`config.mk`:
```
export PLATFORM = sky130hd
export DESIGN_NAME = dmsf_framer
export DESIGN_NICKNAME = d
export VERILOG_FILES = /design/src/dmsf_pkg.sv /design/src/dmsf_fifo.sv /design/src/dmsf_framer.sv
export SDC_FILE = /design/constraint.sdc
export NUM_CORES = 1
export LEC_CHECK = 0
export BUFFER_PORTS_ARGS = -buffer_cell sky130_fd_sc_hd__buf_2
export CORE_ASPECT_RATIO = 0.5
export CORE_MARGIN = 3
export CORE_UTILIZATION = 65
export DETAILED_ROUTE_END_ITERATION = 10
export HOLD_SLACK_MARGIN = 0.05
export PLACE_DENSITY = 0.85
export SLEW_MARGIN = 20
export SYNTH_ARGS = -nofsm -noshare
export SYNTH_HDL_FRONTEND = slang
export SYNTH_SLANG_ARGS = --single-unit
```
`constraint.sdc`:
```
create_clock -name clk -period 7.7 [get_ports clk]
set_input_delay 0.77 -clock clk [delete_from_list [all_inputs] [get_ports clk]]
set_output_delay 0.77 -clock clk [all_outputs]
set_load 0.02 [all_outputs]
```
`src/dmsf_pkg.sv`:
```
// Package: constants and types for the serial command framer.
// Assumes a 50 MHz clock and bytes delivered by an external UART.
package dmsf_pkg;
    // ==================================================
    // Framing characters and limits
    localparam logic [7:0]  DMSF_COLON      = 8'h3a;
    localparam logic [7:0]  DMSF_CR         = 8'h0d;
    localparam logic [7:0]  DMSF_LF         = 8'h0a;
    localparam logic [7:0]  DMSF_BCAST      = 8'h00;
    localparam logic [7:0]  DMSF_MAX_STN    = 8'h20;
    localparam int          DMSF_MAX_FRAME  = 80;
    // ==================================================
    // Function codes and exceptions
    localparam logic [7:0]  DMSF_FN_READ    = 8'h03;
    localparam logic [7:0]  DMSF_FN_WRITE1  = 8'h06;
    localparam logic [7:0]  DMSF_FN_LOOP    = 8'h08;
    localparam logic [7:0]  DMSF_FN_WRITEN  = 8'h10;
    localparam logic [7:0]  DMSF_EXC_FLAG   = 8'h80;
    localparam logic [7:0]  DMSF_EXC_FUNC   = 8'h51;
    localparam logic [7:0]  DMSF_EXC_ADDR   = 8'h52;
    localparam logic [7:0]  DMSF_EXC_AMOUNT = 8'h53;
    localparam logic [7:0]  DMSF_EXC_RANGE  = 8'h54;
    localparam logic [7:0]  DMSF_EXC_WMODE  = 8'h55;
    // ==================================================
    // CRC
    localparam logic [15:0] DMSF_CRC_INIT   = 16'hffff;
    localparam logic [15:0] DMSF_CRC_POLY   = 16'ha001;
    // ==================================================
    // Timing
    localparam int          DMSF_CLK_HZ     = 50_000_000;
    localparam int          DMSF_GAP_MS     = 10;
    localparam int          DMSF_GAP_CYC    = DMSF_CLK_HZ / 1000 * DMSF_GAP_MS;
    localparam int          DMSF_FIFO_DEPTH = 8;

    typedef enum logic [2:0] {
        DMSF_IDLE = 3'b000,
        DMSF_RECV = 3'b001,
        DMSF_LF_W = 3'b010,
        DMSF_DONE = 3'b011,
        DMSF_DROP = 3'b100
    } dmsf_state_e;
endpackage

```
`src/dmsf_fifo.sv`:
```
// Small synchronous FIFO of flip-flops.
// Assumes one clock; push on in_valid&in_ready, pop on out_valid&out_ready.
`timescale 1ns/1ps
module dmsf_fifo #(
    parameter int WIDTH = 8,
    parameter int DEPTH = 8
) (
    input  wire logic             clk,
    input  wire logic             rst,
    input  wire logic             ce,
    input  wire logic [WIDTH-1:0] in_data,
    input  wire logic             in_valid,
    output logic                  in_ready,
    output logic      [WIDTH-1:0] out_data,
    output logic                  out_valid,
    input  wire logic             out_ready
);
    localparam int AW = $clog2(DEPTH);
    typedef struct packed {
        logic [DEPTH-1:0][WIDTH-1:0] mem;
        logic [AW-1:0]               wp;
        logic [AW-1:0]               rp;
        logic [AW:0]                 cnt;
    } dmsf_fifo_s;
    dmsf_fifo_s st_r, st_nxt;
    logic push, pop;

    // ==================================================
    // Next state
    always_comb begin
        st_nxt = st_r;
        push = in_valid && in_ready;
        pop = out_valid && out_ready;
        if (push) begin
            st_nxt.mem[st_r.wp] = in_data;
            st_nxt.wp = (st_r.wp == AW'(DEPTH - 1)) ? '0 : st_r.wp + 1'b1;
        end
        if (pop) begin
            st_nxt.rp = (st_r.rp == AW'(DEPTH - 1)) ? '0 : st_r.rp + 1'b1;
        end
        st_nxt.cnt = st_r.cnt + (AW+1)'(push) - (AW+1)'(pop);
    end

    // Register
    always_ff @(posedge clk) begin
        if (rst) begin
            st_r <= '0;
        end else if (ce) begin
            st_r <= st_nxt;
        end
    end

    assign in_ready  = ce && (st_r.cnt != (AW+1)'(DEPTH));
    assign out_valid = ce && (st_r.cnt != '0);
    assign out_data  = st_r.mem[st_r.rp];
endmodule // dmsf_fifo

```
`src/dmsf_framer.sv`:
```
// Framer: receives ASCII or RTU request frames, checks and forwards them.
// Assumes a UART outside gives one byte per rx_valid pulse on clk.
// Notes on behaviour
// - Accept both ASCII and RTU framed requests
// - Frames over 80 bytes are invalid
// - ASCII frame is colon to CR LF
// - ASCII fields are hex character pairs
// - RTU frame: address, function, data, CRC
// - 10 ms silence delimits RTU frames
// - Address 00H is broadcast
// - Own station 01H to 20H only
// - Decode 03H read, 06H, 10H writes
// - Decode 08H as loop test echo
// - Reply only when addressed, never unsolicited
// - CRC preset FFFF, right shift, A001
// - CRC low byte first then high
// - Errors answer function OR 80H, code; the code does this only for unknown functions, with code 51H
`timescale 1ns/1ps
module dmsf_framer
    import dmsf_pkg::*;
#(
    parameter int GAP_CYC = DMSF_GAP_CYC,
    parameter int MAXLEN  = DMSF_MAX_FRAME
) (
    input  wire logic       clk,
    input  wire logic       rst,
    input  wire logic       ce,
    input  wire logic       ascii_mode,
    input  wire logic [7:0] station,
    input  wire logic [7:0] rx_byte,
    input  wire logic       rx_valid,
    output logic      [8:0] out_data,
    output logic            out_valid,
    input  wire logic       out_ready,
    output logic            frame_ok,
    output logic            frame_bad,
    output logic            reply_req,
    output logic      [7:0] func_code,
    output logic      [7:0] exc_code,
    output logic      [2:0] func_kind,
    output logic            rx_stall
);
    localparam int GW = $clog2(GAP_CYC + 1);

    typedef struct packed {
        dmsf_state_e state;
        logic [GW-1:0] gap;
        logic [6:0]    len;
        logic          hi;
        logic [3:0]    nib;
        logic [15:0]   crc;
        logic [7:0]    b1;
        logic [7:0]    b2;
        logic [7:0]    lrc;
        logic [7:0]    addr;
        logic [7:0]    func;
        logic [7:0]    fcode;
        logic          ok;
        logic          bad;
        logic          rep;
        logic [7:0]    exc;
        logic [2:0]    kind;
        logic          mode;
    } dmsf_st_s;

    dmsf_st_s st_r, st_nxt;
    logic     [7:0] rxb_s1_r, rxb_s2_r;
    logic           rxv_s1_r, rxv_s2_r, rxv_s3_r;
    logic     [8:0] fifo_in;
    logic           fifo_in_valid, fifo_in_ready;
    logic     [8:0] fifo_out;
    logic           fifo_out_valid;

    // ==================================================
    // Helpers
    function automatic logic [15:0] crc_byte(input logic [15:0] c,
                                             input logic [7:0] d);
        logic [15:0] r;
        r = c ^ {8'h00, d};
        for (int i = 0; i < 8; i++) begin
            r = r[0] ? ((r >> 1) ^ DMSF_CRC_POLY) : (r >> 1);
        end
        return r;
    endfunction

    function automatic logic [4:0] hex_val(input logic [7:0] c);
        if (c >= 8'h30 && c <= 8'h39) begin
            return {1'b1, 4'(c - 8'h30)};
        end else if (c >= 8'h41 && c <= 8'h46) begin
            return {1'b1, 4'(c - 8'h37)};
        end else if (c >= 8'h61 && c <= 8'h66) begin
            return {1'b1, 4'(c - 8'h57)};
        end
        return 5'h00;
    endfunction

    function automatic logic addr_match(input logic [7:0] a,
                                        input logic [7:0] s);
        return (a == DMSF_BCAST) ||
               (a == s && s != DMSF_BCAST && s <= DMSF_MAX_STN);
    endfunction

    // ==================================================
    // Pin-side synchroniser for the byte strobe
    always_ff @(posedge clk) begin
        if (rst) begin
            rxb_s1_r <= 8'h00;
            rxb_s2_r <= 8'h00;
            rxv_s1_r <= 1'b0;
            rxv_s2_r <= 1'b0;
            rxv_s3_r <= 1'b0;
        end else if (ce) begin
            rxb_s1_r <= rx_byte;
            rxb_s2_r <= rxb_s1_r;
            rxv_s1_r <= rx_valid;
            rxv_s2_r <= rxv_s1_r;
            rxv_s3_r <= rxv_s2_r;
        end
    end

    logic       byte_stb;
    logic [7:0] bt;
    logic [4:0] hv;
    logic [7:0] dec;
    assign byte_stb = rxv_s2_r && !rxv_s3_r;
    assign bt = rxb_s2_r;

    // ==================================================
    // Frame state machine
    always_comb begin
        st_nxt = st_r;
        st_nxt.ok = 1'b0;
        st_nxt.bad = 1'b0;
        st_nxt.rep = 1'b0;
        fifo_in = 9'h000;
        fifo_in_valid = 1'b0;
        hv = hex_val(bt);
        dec = {st_r.nib, hv[3:0]};
        if (st_r.gap != '0) begin
            st_nxt.gap = st_r.gap - 1'b1;
        end
        if (byte_stb) begin
            st_nxt.gap = GW'(GAP_CYC);
        end
        case (st_r.state)
            DMSF_IDLE: begin
                st_nxt.mode = ascii_mode;
                st_nxt.len = 7'd0;
                st_nxt.hi = 1'b1;
                st_nxt.crc = DMSF_CRC_INIT;
                st_nxt.lrc = 8'h00;
                if (byte_stb) begin
                    if (ascii_mode) begin
                        if (bt == DMSF_COLON) begin
                            st_nxt.state = DMSF_RECV;
                        end
                    end else if (st_r.gap == '0) begin
                        st_nxt.state = DMSF_RECV;
                        st_nxt.len = 7'd1;
                        st_nxt.addr = bt;
                        st_nxt.crc = crc_byte(DMSF_CRC_INIT, bt);
                        fifo_in = {1'b1, bt};
                        fifo_in_valid = 1'b1;
                    end
                end
            end
            DMSF_RECV: begin
                if (!st_r.mode && st_r.gap == '0) begin
                    // Silence ends the RTU frame; residual CRC must be 0
                    st_nxt.state = DMSF_DONE;
                end else if (byte_stb && st_r.mode && bt == DMSF_CR) begin
                    st_nxt.state = st_r.hi ? DMSF_LF_W : DMSF_DROP;
                end else if (byte_stb) begin
                    st_nxt.len = st_r.len + 7'd1;
                    if (st_r.len == 7'(MAXLEN)) begin
                        st_nxt.state = DMSF_DROP;
                    end else if (st_r.mode) begin
                        if (!hv[4]) begin
                            st_nxt.state = DMSF_DROP;
                        end else if (st_r.hi) begin
                            st_nxt.nib = hv[3:0];
                            st_nxt.hi = 1'b0;
                        end else begin
                            st_nxt.hi = 1'b1;
                            st_nxt.lrc = st_r.lrc + dec;
                            st_nxt.b2 = st_r.b1;
                            st_nxt.b1 = dec;
                            // Low nibble lands on odd counts: 1 addr, 3 func
                            if (st_r.len == 7'd1) begin
                                st_nxt.addr = dec;
                            end
                            if (st_r.len == 7'd3) begin
                                st_nxt.func = dec;
                            end
                            fifo_in = {1'b0, dec};
                            fifo_in_valid = 1'b1;
                        end
                    end else begin
                        st_nxt.crc = crc_byte(st_r.crc, bt);
                        st_nxt.b2 = st_r.b1;
                        st_nxt.b1 = bt;
                        if (st_r.len == 7'd1) begin
                            st_nxt.func = bt;
                        end
                        fifo_in = {1'b0, bt};
                        fifo_in_valid = 1'b1;
                    end
                end
            end
            DMSF_LF_W: begin
                if (byte_stb) begin
                    // Running sum including LRC must be zero
                    st_nxt.state = (bt == DMSF_LF) ? DMSF_DONE : DMSF_DROP;
                end
            end
            DMSF_DONE: begin
                st_nxt.state = DMSF_IDLE;
                if (((st_r.mode && st_r.lrc == 8'h00) ||
                     (!st_r.mode && st_r.crc == 16'h0000)) &&
                    addr_match(st_r.addr, station)) begin
                    st_nxt.ok = 1'b1;
                    st_nxt.exc = 8'h00;
                    st_nxt.fcode = st_r.func;
                    case (st_r.func)
                        DMSF_FN_READ:   st_nxt.kind = 3'd1;
                        DMSF_FN_WRITE1: st_nxt.kind = 3'd2;
                        DMSF_FN_LOOP:   st_nxt.kind = 3'd4;
                        DMSF_FN_WRITEN: st_nxt.kind = 3'd3;
                        default: begin
                            st_nxt.kind = 3'd0;
                            st_nxt.exc = DMSF_EXC_FUNC;
                            st_nxt.fcode = st_r.func | DMSF_EXC_FLAG;
                        end
                    endcase
                    // Reply only to own unicast requests
                    st_nxt.rep = (st_r.addr != DMSF_BCAST);
                end else begin
                    st_nxt.bad = 1'b1;
                end
            end
            DMSF_DROP: begin
                st_nxt.bad = 1'b1;
                st_nxt.state = DMSF_IDLE;
            end
            default: st_nxt.state = DMSF_IDLE;
        endcase
        if (fifo_in_valid && !fifo_in_ready) begin
            st_nxt.state = DMSF_DROP;
            fifo_in_valid = 1'b0;
        end
    end

    // State register
    always_ff @(posedge clk) begin
        if (rst) begin
            st_r <= '0;
        end else if (ce) begin
            st_r <= st_nxt;
        end
    end

    // ==================================================
    // Byte buffer toward the command handler
    dmsf_fifo #(
        .WIDTH (9),
        .DEPTH (DMSF_FIFO_DEPTH)
    ) u_fifo (
        .clk       (clk),
        .rst       (rst),
        .ce        (ce),
        .in_data   (fifo_in),
        .in_valid  (fifo_in_valid),
        .in_ready  (fifo_in_ready),
        .out_data  (fifo_out),
        .out_valid (fifo_out_valid),
        .out_ready (out_ready && !out_valid)
    );

    // ==================================================
    // Registered outputs
    logic [8:0] od_r;
    logic       ov_r;
    logic       stall_r;
    always_ff @(posedge clk) begin
        if (rst) begin
            od_r <= 9'h000;
            ov_r <= 1'b0;
            stall_r <= 1'b0;
        end else if (ce) begin
            stall_r <= !fifo_in_ready;
            if (ov_r && out_ready) begin
                ov_r <= 1'b0;
            end else if (!ov_r && fifo_out_valid && out_ready) begin
                ov_r <= 1'b1;
                od_r <= fifo_out;
            end
        end
    end
    assign out_data  = od_r;
    assign out_valid = ov_r;
    assign rx_stall  = stall_r;
    assign frame_ok  = st_r.ok;
    assign frame_bad = st_r.bad;
    assign reply_req = st_r.rep;
    assign func_code = st_r.fcode;
    assign exc_code  = st_r.exc;
    assign func_kind = st_r.kind;

    // ==================================================
    // Checks
    a_bcast_quiet: assert property (@(posedge clk) disable iff (rst)
        st_r.rep |-> st_r.addr != DMSF_BCAST)
        else $error("reply raised for broadcast");
    a_len_cap: assert property (@(posedge clk) disable iff (rst)
        st_r.state == DMSF_RECV |-> st_r.len <= 7'(MAXLEN))
        else $error("frame length over limit");
    a_rep_ok: assert property (@(posedge clk) disable iff (rst)
        st_r.rep |-> st_r.ok)
        else $error("reply without valid frame");
    a_exc_flag: assert property (@(posedge clk) disable iff (rst)
        st_r.ok && st_r.exc != 8'h00 |-> func_code[7])
        else $error("exception without flag bit");
    a_bad_func: assert property (@(posedge clk) disable iff (rst)
        st_r.ok && st_r.kind == 3'd0 |-> st_r.exc == DMSF_EXC_FUNC)
        else $error("unknown function without exception");
    a_loop_kind: assert property (@(posedge clk) disable iff (rst)
        st_r.ok && st_r.func == DMSF_FN_LOOP |-> st_r.kind == 3'd4)
        else $error("loop test not decoded");
    a_rtu_gap: assert property (@(posedge clk) disable iff (rst || !ce)
        st_r.state == DMSF_IDLE && !st_r.mode && st_nxt.state == DMSF_RECV
        && !ascii_mode |-> st_r.gap == '0)
        else $error("rtu frame started inside gap");
    a_ok_addr: assert property (@(posedge clk) disable iff (rst)
        st_r.ok |-> addr_match(st_r.addr, station))
        else $error("accepted foreign station");
    c_ok: cover property (@(posedge clk) st_r.ok && st_r.rep);
    c_bcast: cover property (@(posedge clk) st_r.ok && !st_r.rep);
    c_bad: cover property (@(posedge clk) st_r.bad);
endmodule // dmsf_framer

```
==> results.sh, run 1 <==
export IMPL_critPathArrivalTime_ps=4890
export IMPL_clockBufferDepth=3
export IMPL_hp_class="flop to flop"
export IMPL_cts_tree="built"
export IMPL_fmax_ghz=0.223
export IMPL_layout_cells_most_common="dfxtp_1"
export IMPL_synth_edf_count=0
export IMPL_path_max_fanout=17
export IMPL_core_area_sq_um=15800
export IMPL_final_cell_mix="dfxtp_1 (202), nand2_1 (136), mux2i_1 (125), nor2_1 (124), a21oi_1 (66)"
export IMPL_die_w_um=188
export IMPL_synth_top_flop_cell="dfxtp_1"
export IMPL_r2r_end="u_fifo.st_r[3]"
export IMPL_cts_sinks=202
export IMPL_grt_start_max_net_pins=82
export IMPL_drive_above_1_share_pct=11.1
export IMPL_first_iter_violations=919
export IMPL_synth_area_leaders="dfxtp_1 (38%), mux2i_1 (12%), nand2_1 (4.7%), ha_1 (4.7%), nor2_1 (4.3%)"
export IMPL_netlist_area_sq_um=10700
export IMPL_route_detailed_wl_per_inst_um=19.6
export IMPL_diodes=0
export IMPL_layout_nets=1252
export IMPL_setup_viol=0
export IMPL_avgSynthCellArea_sq_um=8.96
export IMPL_p_per_area_nw_per_um2=234
export IMPL_std_cell_rows=32
export IMPL_drc_errors=0
export IMPL_rr_worst_depth=13
export IMPL_dieArea_sq_um=18200
export IMPL_gp_congestion=1.01
export IMPL_ios=55
export IMPL_ys_types=76
export IMPL_hold_buffers=0
export IMPL_ant_nets=0
export IMPL_place_inst=1387
export IMPL_ys_warn_count=0
export IMPL_worstReg2RegStart="bt[0]"
export IMPL_instances_no_fill=1418
export IMPL_p_leak_nw=4.52
export IMPL_setup_worst_path_end="u_fifo.st_r[3]"
export IMPL_synth_top_area_cell="dfxtp_1"
export IMPL_status="finished clean"
export IMPL_area_growth_pct=7.14
export IMPL_clk_pin_slew_ps=70
export IMPL_period_share_pct=58.3
export IMPL_worstSetupPathType="flop to flop"
export IMPL_vias=8957
export IMPL_grtUsageTotal_pct=30.1
export IMPL_wl_mm=27.8
export IMPL_timing_final_max_slew_violations=0
export IMPL_antenna_found_initial=1
export IMPL_numCtsBuffers=19
export IMPL_hpwl_mm=19.3
export IMPL_port_buffers=49
export IMPL_r2r_slack_ps=3210
export IMPL_highest_layer="met5"
export IMPL_start_util_pct=68.1
export IMPL_insertion_delay_ps=510
export IMPL_grt_pass1_wl_mm=45.2
export IMPL_fin_worst_skew_ps=15.6
export IMPL_cp_required_ps=8100
export IMPL_grt_overflow_total=0
export IMPL_slew_headroom_pct=21.6
export IMPL_syn_inst=1199
export IMPL_layout_min_cycle_time_ps=4490
export IMPL_met3_length_mm=2.23
export IMPL_async_flop_share_pct=0
export IMPL_cts_setup_buffers=0
export IMPL_drv_cap=0
export IMPL_cp_end_kind="flop"
export IMPL_grt_pass1_vias=8596
export IMPL_synth_top_area_share_pct=37.6
export IMPL_cts_resized=0
export IMPL_htree_levels=1
export IMPL_root_buffer="clkbuf_16"
export IMPL_worstSetupStartpoint="bt[0]"
export IMPL_final_setup_tns_ps=0
export IMPL_wl_met2_mm=12.7
export IMPL_vias_per_cell=6.32
export IMPL_die_h_um=96.9
export IMPL_worst_setup_path_start_kind="flop"
export IMPL_drt_pass1_iterations=5
export IMPL_rsz0062_at_grt="no"
export IMPL_met1_length_mm=12.1
export IMPL_hold_viol=0
export IMPL_tightestPinTransition_ps=1170
export IMPL_peakVddDrop_v=0.000215
export IMPL_synth_seq_area_share_pct=37.6
export IMPL_synth_seq_cells=202
[cells by family after synthesis]
kind of cell	share of synthesized area [%]
simple gates	18.3
compound gates	12.5
xor+xnor	5.15
mux	15.6
fa+ha+maj	5.03
buf+inv	5.72
flops	37.6
other cells	0.0349
[worst min path at each step]
stage | start | endpoint | slack [ps] | depth (start not counted)
3_5_place_dp | u_fifo.st_r[29] | u_fifo.st_r[29] | 450 | 2
3_3_place_gp | u_fifo.st_r[36] | u_fifo.st_r[36] | 440 | 2
2_1_floorplan | u_fifo.st_r[19] | u_fifo.st_r[19] | 430 | 2
4_1_cts | u_fifo.st_r[32] | u_fifo.st_r[32] | 460 | 2
6_report | u_fifo.st_r[32] | u_fifo.st_r[32] | 460 | 2
5_1_grt | u_fifo.st_r[73] | u_fifo.st_r[73] | 480 | 2
[through the flow]
| step | instance area [sq um] | util, % | hold WS (ps) | setup WS, ps | power (mW) |
|---|---|---|---|---|---|
| 3_5_place_dp | 10900 | 69.1 | 449 | 3350 | 1.76 |
| 6_report | 11500 | 73.0 | 458 | 3210 | 2.69 |
| 5_1_grt | 11500 | 73.0 | 478 | 3060 | 2.82 |
| 3_3_place_gp | 10900 | 69.1 | 439 | 3480 | 1.74 |
| 2_1_floorplan | 10800 | - | 432 | 4210 | 1.64 |
| 4_1_cts | 11500 | 72.9 | 458 | 3340 | 2.68 |
[area by class of cell]
class / count / area, sq um
Multi-Input combinational cell: 872 / 6130
Fill cell: 1230 / 4260
Sequential cell: 202 / 4040
Clock buffer: 25 / 538
Timing Repair Buffer: 62 / 345
Tap cell: 221 / 277
Inverter: 31 / 116
Clock inverter: 5 / 61.3
[sequential cells by signal, indices dropped and copies added (netlist names)]
signal,cells
exc_code,1
rxb_s1_r,8
frame_bad,1
rxv_s1_r,1
func_kind,3
func_code,8
rxv_s2_r,1
u_fifo.st_r,82
st_r,71
frame_ok,1
rxv_s3_r,1
rx_stall,1
reply_req,1
dec,4
bt,8
out_valid,1
out_data,9
[layer usage]
layer,global-route usage (%),vias up
met5,0,-
met2,48.9,340
li1,-,4204
met3,6.73,65
met4,7.66,2
met1,40.8,4346
[cell usage after synthesis, types with 28 or more instances]
library cell  count
nor2_1          124
clkbuf_1         61
nand2_1         136
inv_1            28
dfxtp_1         202
mux2i_1         125
ha_1             40
nand3_1          32
nor3_1           39
xnor2_1          33
a21oi_1          66
o21ai_0          28
[critical path, stage by stage (launching register included)]
cell and delay [ps]:
dfxtp_1 780, inv_1 280, ha_1 290, nand2b_1 140, a32o_1 280, and3_1 290
nor3_1 840, o31a_2 440, nor2_1 80, ha_1 240, a21o_1 150, a21oi_1 170
xnor2_1 100, a211oi_1 290
[power by group]
part / internal, mW / total (mW) / switching (mW)
Sequential: 1.11 / 1.19 / 0.0760
Combinational: 0.215 / 0.574 / 0.359
Clock: 0.525 / 0.929 / 0.404
Note: power is estimated with default switching activity, not from simulation.
==> inputs of run 2 (changes only) <==
--- a/config.mk
+++ b/config.mk
@@ -5,13 +5,14 @@
 export SDC_FILE = /design/constraint.sdc
 export NUM_CORES = 1
 export LEC_CHECK = 0
+export ABC_AREA = 1
 export BUFFER_PORTS_ARGS = -buffer_cell sky130_fd_sc_hd__buf_2
 export CORE_ASPECT_RATIO = 0.5
 export CORE_MARGIN = 3
-export CORE_UTILIZATION = 65
+export CORE_UTILIZATION = 62
 export DETAILED_ROUTE_END_ITERATION = 10
 export HOLD_SLACK_MARGIN = 0.05
-export PLACE_DENSITY = 0.85
+export PLACE_DENSITY = 0.82
 export SLEW_MARGIN = 20
 export SYNTH_ARGS = -nofsm -noshare
 export SYNTH_HDL_FRONTEND = slang
==> constraint.sdc (replaced) <==
create_clock -name clk -period 4.6 [get_ports clk]
set_input_delay 0.46 -clock clk [delete_from_list [all_inputs] [get_ports clk]]
set_output_delay 0.46 -clock clk [all_outputs]
set_load 0.02 [all_outputs]
==> run 2 against run 1 <==
Routed wire length grew 8.4%. Clock-buffer cell count is 1 lower. First-iteration DRC count grew 18%. Critical endpoint is now u_fifo.st_r[2].
==> results.sh, run 2 <==
export IMPL_status="finished clean"
export IMPL_area_growth_pct=8.21
export IMPL_grt_overflow_total=0
export IMPL_numCtsBuffers=19
export IMPL_clockBufferDepth=3
export IMPL_cts_setup_buffers=0
export IMPL_synth_top_area_cell="dfxtp_1"
export IMPL_worst_setup_path_start_kind="flop"
export IMPL_critPathArrivalTime_ps=4230
export IMPL_setup_viol=0
export IMPL_diodes=0
export IMPL_cts_sinks=202
export IMPL_grt_start_max_net_pins=97
export IMPL_ant_nets=0
export IMPL_hpwl_mm=21.7
export IMPL_die_h_um=99.8
export IMPL_gp_congestion=1.03
export IMPL_final_setup_tns_ps=0
export IMPL_cp_end_kind="flop"
export IMPL_p_leak_nw=5.11
export IMPL_yosys_area_share_xor_xnor_pct=2.65
export IMPL_synth_top_family_by_area="simple AND/OR/NAND/NOR gates"
export IMPL_ys_types=46
export IMPL_std_cell_rows=33
export IMPL_worstReg2RegStart="bt[1]"
export IMPL_synth_top_area_share_pct=37.0
export IMPL_drv_cap=0
export IMPL_ys_warn_count=0
export IMPL_cts_tree="built"
export IMPL_start_util_pct=65.0
export IMPL_fmax_ghz=0.260
export IMPL_largest_register="u_fifo.st_r"
export IMPL_route_detailed_wl_per_inst_um=16.3
export IMPL_antenna_found_initial=0
export IMPL_synth_edf_count=0
export IMPL_insertion_delay_ps=500
export IMPL_grt_pass1_wl_mm=49.4
export IMPL_core_area_sq_um=16800
export IMPL_port_buffers=49
export IMPL_ios=55
export IMPL_clk_pin_slew_ps=70
export IMPL_worstSetupStartpoint="bt[1]"
export IMPL_grtUsageTotal_pct=30.6
export IMPL_setup_ws_ps=757
export IMPL_vias_per_cell=5.79
export IMPL_layout_cells_most_common="nand2_1"
export IMPL_hold_viol=0
export IMPL_layout_nets=1675
export IMPL_root_buffer="clkbuf_16"
export IMPL_first_iter_violations=1088
export IMPL_slew_headroom_pct=28.5
export IMPL_synth_seq_cells=202
export IMPL_fin_worst_skew_ps=12.0
export IMPL_hold_buffers=0
export IMPL_worstSetupPathType="flop to flop"
export IMPL_synth_seq_area_share_pct=37.0
export IMPL_timing_final_max_slew_violations=0
export IMPL_synth_most_common_cell="nand2_1"
export IMPL_netlist_area_sq_um=10900
export IMPL_synth_area_leaders="dfxtp_1 (37%), nand2_1 (12%), a21oi_1 (8.4%), o21ai_0 (6.9%), nor2_1 (6.1%)"
export IMPL_final_cell_mix="nand2_1 (347), dfxtp_1 (202), a21oi_1 (184), nor2_1 (176), inv_1 (164)"
export IMPL_drt_pass1_iterations=8
export IMPL_period_share_pct=83.6
export IMPL_grt_pass1_vias=9968
export IMPL_dieArea_sq_um=19300
export IMPL_synth_commonest_cells="nand2_1 (347), dfxtp_1 (202), a21oi_1 (184)"
export IMPL_vias=10700
export IMPL_pre_cts_ws_ps=853
export IMPL_cp_required_ps=4990
export IMPL_peakVddDrop_v=0.000406
export IMPL_die_w_um=194
export IMPL_hp_class="input pin to flop"
export IMPL_rsz0062_at_grt="no"
export IMPL_avgSynthCellArea_sq_um=6.81
export IMPL_path_max_fanout=14
export IMPL_muxShareOfSynthArea_pct=0
export IMPL_worstHoldStart="rx_valid"
export IMPL_largest_reg_flops=82
export IMPL_yosys_area_share_adder_pct=4.95
export IMPL_syn_inst=1604
export IMPL_drive_above_1_share_pct=8.07
export IMPL_drc_errors=0
export IMPL_wl_mm=30.1
export IMPL_layout_min_cycle_time_ps=3840
export IMPL_p_per_area_nw_per_um2=471
export IMPL_synth_compound_area_share_pct=19.3
export IMPL_tightestPinTransition_ps=1070
export IMPL_async_flop_share_pct=0
export IMPL_cts_resized=0
export IMPL_synth_top_flop_cell="dfxtp_1"
export IMPL_htree_levels=1
export IMPL_synth_simple_area_share_pct=26.3
## run 2: cell count changes after synthesis, moves of 22 or more
cell	delta
nor3_1	-22
inv_1	+136
o21ai_0	+122
nand2_1	+211
nor2_1	+52
nand3_1	+37
a21oi_1	+118
mux2i_1	-125
## run 2: logic make-up (layout without fill, tap and decap cells)
family,after synthesis,after routing
and+or+nand+nor,673,673
AOI/OAI and AO/OA,396,396
buffers and inverters,257,273
DFF,202,202
adders and majority gates,42,42
xor gates and xnor gates,33,33
other,1,5
## run 2: metal layers
layer	global-route usage (%)	vias up	routed length [um]
li1	-	5266	-
met1	41.4	4953	13300
met2	51.0	438	13500
met3	6.98	56	2740
met4	6.66	0	581
met5	0	-	0
## run 2: per-stage QoR
step,area (sq um),utilization (%),hold WS (ps),total power [mW],instances
floorplan,10900,-,424,3.43,1608
global placement,11200,66.4,439,3.84,1817
detailed placement,11200,66.4,449,3.89,1817
CTS,11800,70.3,177,5.54,1851
global route,11800,70.3,196,5.89,1851
finish,11800,70.3,188,5.56,1851
## run 2: layout make-up
type,count,area (sq um)
clock buffers,24,534
repair buffers,63,350
multi-input cells,1149,5830
well taps,227,284
fillers,1427,4990
inverters,176,661
clock inverters,10,111
flip-flops and latches,202,4040
## run 2: where the power goes
group	total [mW]	leakage (nW)	switching, mW	internal (mW)
sequential	2.15	1.64	0.206	1.94
combinational	1.77	3.14	1.21	0.566
clock	1.64	0.325	0.696	0.944
total	5.56	5.11	2.11	3.45
## run 2: final timing paths
kind | endpoint | cells past startpoint | slack, ps
max | u_fifo.st_r[2] | 19 | 760
min | rxv_s1_r | 3 | 190
min reg2reg | u_fifo.st_r[31] | 2 | 460
max reg2reg | u_fifo.st_r[2] | 19 | 760
## run 2: critical path, stage by stage, from the launching register on
cell     delay, ps
dfxtp_1        560
inv_1          270
ha_1           250
inv_1           80
nor3_1          80
nand3_1        180
nand2_1        120
nor3_2         210
nand2_1        230
nor2_4         250
nand2_1        130
nand2_2        120
nand2_4        170
inv_1          140
ha_1           150
inv_1           70
fa_1           390
xnor2_1        140
o21ai_0        140
inv_1           50
